**src/design/seg_xlat_params.svh**
```systemverilog
`ifndef SEG_XLAT_PARAMS_SVH
`define SEG_XLAT_PARAMS_SVH
`define SEG_RST_LIMIT 32'h0000ffff
`define SEG_RST_ATTR 12'h093
`define SEG_RST_CODE_SEL 16'hf000
`define SEG_RST_CODE_BASE 64'h00000000000f0000
`define SEG_REAL_SHIFT 4
`define SEG_REAL_ADDR_W 20
`define SEG_ATTR_DB_BIT 10
`endif

```
**src/design/seg_xlat_pkg.sv**
```systemverilog
package seg_xlat_pkg;
  typedef enum logic [3:0] {
    SEG_CODE = 4'h0,
    SEG_DATA = 4'h1,
    SEG_EXTRA = 4'h2,
    SEG_ADD_ONE = 4'h3,
    SEG_ADD_TWO = 4'h4,
    SEG_STACK = 4'h5,
    SEG_GDT = 4'h6,
    SEG_LDT = 4'h7,
    SEG_IDT = 4'h8,
    SEG_TASK = 4'h9
  } seg_idx_t;
  typedef enum logic [1:0] {
    MODE_REAL = 2'b00,
    MODE_PROT = 2'b01,
    MODE_COMPAT = 2'b11,
    MODE_LONG64 = 2'b10
  } cpu_mode_t;
  typedef enum logic [1:0] {
    LOAD_NONE = 2'h0,
    LOAD_SELECTOR = 2'h1,
    LOAD_FAR = 2'h2,
    LOAD_DESCRIPTOR = 2'h3
  } load_kind_t;
endpackage

```
**src/design/segment_address_translation.sv**
```systemverilog
`timescale 1ns/1ns
`include "seg_xlat_params.svh"
module segment_address_translation
  import seg_xlat_pkg::*;
#(
  parameter int NUM_SEGS = 10
)(
  input wire logic clk_sys_in,
  input wire logic rst_in,
  input wire logic mode_req_in,
  input wire logic [1:0] mode_sel_in,
  input wire logic load_in,
  input wire logic [1:0] load_kind_in,
  input wire logic [3:0] load_seg_in,
  input wire logic [15:0] load_sel_in,
  input wire logic [63:0] load_base_in,
  input wire logic [31:0] load_limit_in,
  input wire logic [11:0] load_attr_in,
  input wire logic access_in,
  input wire logic [3:0] access_seg_in,
  input wire logic [63:0] eff_addr_in,
  output logic [1:0] mode_out,
  output logic addr_valid_out,
  output logic [63:0] lin_addr_out,
  output logic limit_fault_out,
  output logic load_err_out
);
  logic [1:0] mode_q;
  logic [15:0] sel_q [NUM_SEGS];
  logic [63:0] base_q [NUM_SEGS];
  logic [31:0] limit_q [NUM_SEGS];
  logic [11:0] attr_q [NUM_SEGS];
  logic real_mode;
  logic is_user;
  logic is_far;
  logic load_ok;
  logic [15:0] cur_sel;
  logic [63:0] cur_base;
  logic [31:0] cur_limit;
  logic [11:0] cur_attr;
  logic flat_base;
  logic [63:0] lin_d;
  logic fault_d;

  assign real_mode = cpu_mode_t'(mode_q) == MODE_REAL;
  assign is_user = load_seg_in <= 4'(SEG_STACK);
  assign is_far = load_kind_t'(load_kind_in) == LOAD_FAR;
  always_comb begin
    load_ok = 1'b0;
    if (load_in && load_seg_in < 4'(NUM_SEGS)) begin
      unique case (load_kind_t'(load_kind_in))
        LOAD_SELECTOR: load_ok = is_user && load_seg_in != 4'(SEG_CODE);
        LOAD_FAR: load_ok = load_seg_in == 4'(SEG_CODE);
        LOAD_DESCRIPTOR: load_ok = !real_mode;
        LOAD_NONE: load_ok = 1'b0;
      endcase
    end
  end

  always_ff @(posedge clk_sys_in or posedge rst_in) begin
    if (rst_in) begin
      mode_q <= 2'(MODE_REAL);
    end else if (mode_req_in) begin
      if (real_mode) begin
        if (cpu_mode_t'(mode_sel_in) == MODE_PROT) begin
          mode_q <= mode_sel_in;
        end
      end else begin
        mode_q <= mode_sel_in;
      end
    end
  end

  generate
    for (genvar i = 0; i < NUM_SEGS; i++) begin : g_seg
      always_ff @(posedge clk_sys_in or posedge rst_in) begin
        if (rst_in) begin
          sel_q[i] <= (i == 0) ? `SEG_RST_CODE_SEL : 16'h0000;
          base_q[i] <= (i == 0) ? `SEG_RST_CODE_BASE : 64'h0;
          limit_q[i] <= `SEG_RST_LIMIT;
          attr_q[i] <= `SEG_RST_ATTR;
        end else if (load_ok && load_seg_in == 4'(i)) begin
          if (real_mode) begin
            sel_q[i] <= load_sel_in;
            base_q[i] <= {44'h0, load_sel_in, 4'h0};
          end else begin
            sel_q[i] <= load_sel_in;
            base_q[i] <= load_base_in;
            limit_q[i] <= load_limit_in;
            attr_q[i] <= load_attr_in;
          end
        end
      end
    end
  endgenerate
  // apart from reset, limit and attributes are only written on the protected path above

  always_comb begin
    cur_sel = 16'h0;
    cur_base = 64'h0;
    cur_limit = 32'h0;
    cur_attr = 12'h0;
    for (int k = 0; k < NUM_SEGS; k++) begin
      if (access_seg_in == 4'(k)) begin
        cur_sel = sel_q[k];
        cur_base = base_q[k];
        cur_limit = limit_q[k];
        cur_attr = attr_q[k];
      end
    end
    // load in the same cycle overrides the stored copy
    if (load_ok && load_seg_in == access_seg_in) begin
      cur_sel = load_sel_in;
      if (real_mode) begin
        cur_base = {44'h0, load_sel_in, 4'h0};
      end else begin
        cur_base = load_base_in;
        cur_limit = load_limit_in;
        cur_attr = load_attr_in;
      end
    end
    flat_base = !(access_seg_in == 4'(SEG_ADD_ONE) || access_seg_in == 4'(SEG_ADD_TWO) ||
      access_seg_in >= 4'(SEG_GDT));
  end

  seg_addr_adder u_adder (
    .mode_in(mode_q),
    .selector_in(cur_sel),
    .base_in(cur_base),
    .limit_in(cur_limit),
    .attr_db_in(cur_attr[`SEG_ATTR_DB_BIT]),
    .flat_base_in(flat_base),
    .eff_addr_in(eff_addr_in),
    .lin_addr_out(lin_d),
    .limit_fault_out(fault_d)
  );

  always_ff @(posedge clk_sys_in or posedge rst_in) begin
    if (rst_in) begin
      addr_valid_out <= 1'b0;
      lin_addr_out <= 64'h0;
      limit_fault_out <= 1'b0;
    end else begin
      addr_valid_out <= access_in && access_seg_in < 4'(NUM_SEGS);
      lin_addr_out <= lin_d;
      limit_fault_out <= access_in && fault_d;
    end
  end

  always_ff @(posedge clk_sys_in or posedge rst_in) begin
    if (rst_in) begin
      load_err_out <= 1'b0;
    end else begin
      load_err_out <= load_in && !load_ok;
    end
  end

  assign mode_out = mode_q;
endmodule

```
**src/design/seg_addr_adder.sv**
```systemverilog
`timescale 1ns/1ns
`include "seg_xlat_params.svh"
module seg_addr_adder
  import seg_xlat_pkg::*;
(
  input wire logic [1:0] mode_in,
  input wire logic [15:0] selector_in,
  input wire logic [63:0] base_in,
  input wire logic [31:0] limit_in,
  input wire logic attr_db_in,
  input wire logic flat_base_in,
  input wire logic [63:0] eff_addr_in,
  output logic [63:0] lin_addr_out,
  output logic limit_fault_out
);
  logic [19:0] real_addr;
  logic [31:0] prot_off;
  logic [31:0] prot_sum;
  always_comb begin
    real_addr = {4'h0, selector_in} * 20'h00010 + {4'h0, eff_addr_in[15:0]};
    prot_off = attr_db_in ? eff_addr_in[31:0] : {16'h0000, eff_addr_in[15:0]};
    prot_sum = base_in[31:0] + prot_off;
    lin_addr_out = 64'h0;
    limit_fault_out = 1'b0;
    unique case (cpu_mode_t'(mode_in))
      MODE_REAL: lin_addr_out = {44'h0, real_addr};
      MODE_PROT, MODE_COMPAT: begin
        lin_addr_out = {32'h0, prot_sum};
        limit_fault_out = prot_off > limit_in;
      end
      MODE_LONG64: lin_addr_out = flat_base_in ? eff_addr_in : base_in + eff_addr_in;
    endcase
  end
endmodule

```
**config.mk**
```make
export PLATFORM = sky130hd
export DESIGN_NAME = segment_address_translation
export DESIGN_NICKNAME = d
export VERILOG_FILES = /design/src/design/seg_xlat_pkg.sv /design/src/design/segment_address_translation.sv /design/src/design/seg_addr_adder.sv
export VERILOG_INCLUDE_DIRS = /design/src /design/src/design
export SDC_FILE = /design/constraint.sdc
export NUM_CORES = 2
export LEC_CHECK = 0
export BUFFER_PORTS_ARGS = -buffer_cell sky130_fd_sc_hd__buf_2
export CAP_MARGIN = 5
export CORE_MARGIN = 3
export CORE_UTILIZATION = 48
export CTS_BUF_LIST = sky130_fd_sc_hd__clkbuf_8
export DETAILED_ROUTE_END_ITERATION = 8
export GPL_ROUTABILITY_DRIVEN = 0
export GPL_TIMING_DRIVEN = 0
export PLACE_DENSITY = 0.72
export RECOVER_POWER = 50
export SLEW_MARGIN = 40
export SYNTH_ARGS = -nofsm -noshare
export SYNTH_HDL_FRONTEND = slang
export SYNTH_SLANG_ARGS = --single-unit
```
**constraint.sdc**
```tcl
create_clock -name clk_sys_in -period 55.8 [get_ports clk_sys_in]
set_clock_uncertainty 0.15 [all_clocks]
set_input_delay 8.37 -clock clk_sys_in [delete_from_list [all_inputs] [get_ports clk_sys_in]]
set_output_delay 8.37 -clock clk_sys_in [all_outputs]
set_load 0.05 [all_outputs]
```
==> results by group <==
Die
  • Die ar.: around 0.12 sq mm
  • # IOs: about 270
  • Die height: 351 um
  • CORE AREA: 0.117 sq mm
  • Row count: 125
  • Initial Util: roughly half
  • Die W: 351 um

Logic synthesis
  • Synthesized cell area: 0.0570 sq mm
  • Number of synthesized flops with an enable pin: 0
  • Synth Instances: between 5,000 and 6,000
  • Prevailing post-synth register cell: dfrtp_1
  • Synth warn: 0
  • Seq/Total Area, Yosys: 53.0%
  • Syn_nets: 5,826
  • Count of cell types in the netlist: 82
  • Syn avg cell area: 10.4 sq um
  • Flops & latches, synth: around 1,200
  • Synth async-reset ratio: 100%

STA
  • Slew headroom: -191%
  • Fin crit share: approximately 42%
  • RSZ-0062 raised after global routing: false
  • Fmax: 42.3 MHz
  • Final Max Slew Viols: around 1,200
  • Worst Max-Slew Pin Slew: roughly 4400 ps
  • TNS Setup: 0 ps
  • Minimum clock period: around 24,000 ps
  • Final Hold Vio Count: 0
  • Setup violations, final: 0

Setup path
  • Required @ worst endpoint: 55,720 ps
  • Critical path endpoint category: asynchronous set/reset pin
  • Signal arrival time at the worst endpoint: approximately 24,000 ps
  • Nature of the critical path startpoint: input port
  • CP max FO: 77
  • Worst setup path category: in2async

Route
  • Via count: 50,700
  • Final WL: 230 mm
  • DRC: 1
  • Starting DRT DRC Count: 7,602
  • Vias/cell: 6.62
  • TritonRoute pass-1 iters: 9
  • Routed len/inst: around 30 um
  • Routed Antenna Nets: 0

Placed design
  • Port Buffers: 258
  • Post-DP HPWL: 162 mm

Layout
  • Nets@finish: ~6,300
  • Final Util: 55.1%
  • Layout area overhead: 13.1%
  • Share of cells above drive strength 1: 20.6%
  • Commonest non-fill, non-tap cell in the layout: dfrtp_1
  • Most frequent cells in the layout: 1,031 x dfrtp_1, 843 x nand2_1, 745 x o21ai_0, 427 x mux2_2, 408 x clkbuf_1

Clock tree
  • Latest clock arrival within the worst-skew pair: 950 ps
  • CTS Buf Count: 192
  • CTS resizes: 0
  • CTS root buf: clkbuf_8
  • Clk sinks: 1,199
  • CTS tree: yes
  • Post-CTS setup buffer count: 0
  • CTS Hold Bufs: 0
  • H-tree Lvls: 4
  • Worst-path clk slew: 60 ps
  • Clock buffer depth: 3

Hold path
  • HP Class: reg2reg

Run
  • Max_cap viols: 18

GRT
  • Pin count of the biggest net entering global routing: between 80 and 90
  • First-pass GRT wire length: ~330 mm
  • Remaining Overflow, GRT: 0
  • Antenna violations before repair: 29
  • Number of global-route vias before repair: 49,100
  • Total GRT Usage: 36.9%

Status
  • Failing checks: DRC, capacitance limit, slew limit
  • Status: complete, but fails checks

Power
  • Cell Pwr Density: 33.0 mW/mm^2
  • P_leak: 30.0 nW
  • Max rail drop VDD: 0.0000201 V
-- synth_stat cells, drive strengths merged (4+ instances only) --
cell	count	area share, %
a41oi	5	0.077
and2	25	0.27
a21o	55	0.72
o31ai	5	0.066
or2	6	0.066
a2111oi	4	0.094
buf	81	0.64
xor2	34	0.52
inv	26	0.17
nand2	844	5.6
mux2i	39	0.68
o21ai	781	6.9
nand2b	15	0.16
clkbuf	418	2.8
a211oi	22	0.31
a221oi	107	1.6
a21oi	251	2.2
a31oi	41	0.45
ha	128	2.8
a222oi	29	0.51
nor2b	23	0.25
o21bai	16	0.21
o21a	16	0.21
o22ai	8	0.088
dfstp	168	7.7
nor3	19	0.18
nor2	158	1.0
a22o	93	1.4
dfrtp	1031	45
and3	11	0.12
nand3	40	0.35
a221o	10	0.18
a22oi	258	3.4
o211ai	20	0.26
mux2	492	9.7
xnor2	49	0.75
o221ai	5	0.077
or3	6	0.066
nor4	8	0.11
nand4	94	1.0
-- routing by layer --
| metal | GRT usage (%) | vias up | wire length [um] |
|---|---|---|---|
| met4 | 24.6 | 16 | 18900 |
| li1 | - | 20900 | - |
| met5 | 0.510 | - | 236 |
| met2 | 51.5 | 3840 | 93200 |
| met1 | 45.2 | 25000 | 82500 |
| met3 | 17.5 | 973 | 35300 |
-- path summary, 6_finish.rpt --
kind                           startpoint               end  slack (ps)  depth (start not counted)
max in group clk_sys_in    load_seg_in[1]  lin_addr_out[57]       40210                         24
min in group asynchronous          rst_in        limit_q[0]        8660                          2
hold reg to reg               base_q[298]       base_q[298]         330                          2
setup reg to reg              mode_out[0]  lin_addr_out[57]       47290                         24
setup / recovery                   rst_in       base_q[231]       32140                          7
hold / removal                base_q[298]       base_q[298]         330                          2
-- logic make-up (layout without fill, tap and decap cells) --
kind of cell,after synthesis,after routing,share of synthesized area (%)
AOI/OAI and AO/OA,1756,1756,19.3
and+or+nand+nor,1264,1264,9.48
DFF,1199,1199,53.0
muxes,534,534,10.5
buffers and inverters,525,1157,3.56
adders and majority gates,130,130,2.88
xor gates and xnor gates,83,83,1.28
other,0,17,0
-- flip-flops by register name, indices dropped and copies added (netlist names) --
| signal | count |
|---|---|
| sel_q | 160 |
| mode_out | 2 |
| base_q | 640 |
| addr_valid_out | 1 |
| lin_addr_out | 64 |
| limit_q | 320 |
| limit_fault_out | 1 |
| load_err_out | 1 |
| attr_q | 10 |
-- final cells by class --
cell class | instances | area, sq um
fillers | 10200 | 52500
flip-flops and latches | 1199 | 30200
multi-input cells | 3767 | 24900
clock buffers | 229 | 3150
plain buffers | 499 | 2080
well taps | 1524 | 1910
repair buffers | 281 | 1310
clock inverters | 122 | 758
inverters | 26 | 98.8
diodes | 17 | 42.5
-- stage by stage --
stage / cell area [sq um] / power, mW / instances / setup slack, ps / hold slack (ps)
after floorplan: 57000 / 1.24 / 5491 / 13780 / 295
after global placement: 60200 / 1.34 / 7273 / 1920 / 307
after detailed placement: 60900 / 1.36 / 7296 / 39870 / 316
after CTS: 64800 / 2.11 / 7647 / 40790 / 329
after global routing: 64400 / 2.20 / 7653 / 29410 / 346
final: 64500 / 2.13 / 7664 / 32140 / 330
-- critical path: stages --
cell,delay (ps)
buf_2,100
clkinvlp_2,1410
clkbuf_1,2660
clkbuf_1,2140
clkbuf_1,3070
clkbuf_1,2580
clkbuf_1,2970
-- where the power goes --
group	switching (mW)	total, mW	internal, mW
Clock	0.379	0.777	0.398
Sequential	0.0501	1.02	0.972
Combinational	0.223	0.330	0.107
Note: power is estimated with default switching activity, not from simulation.
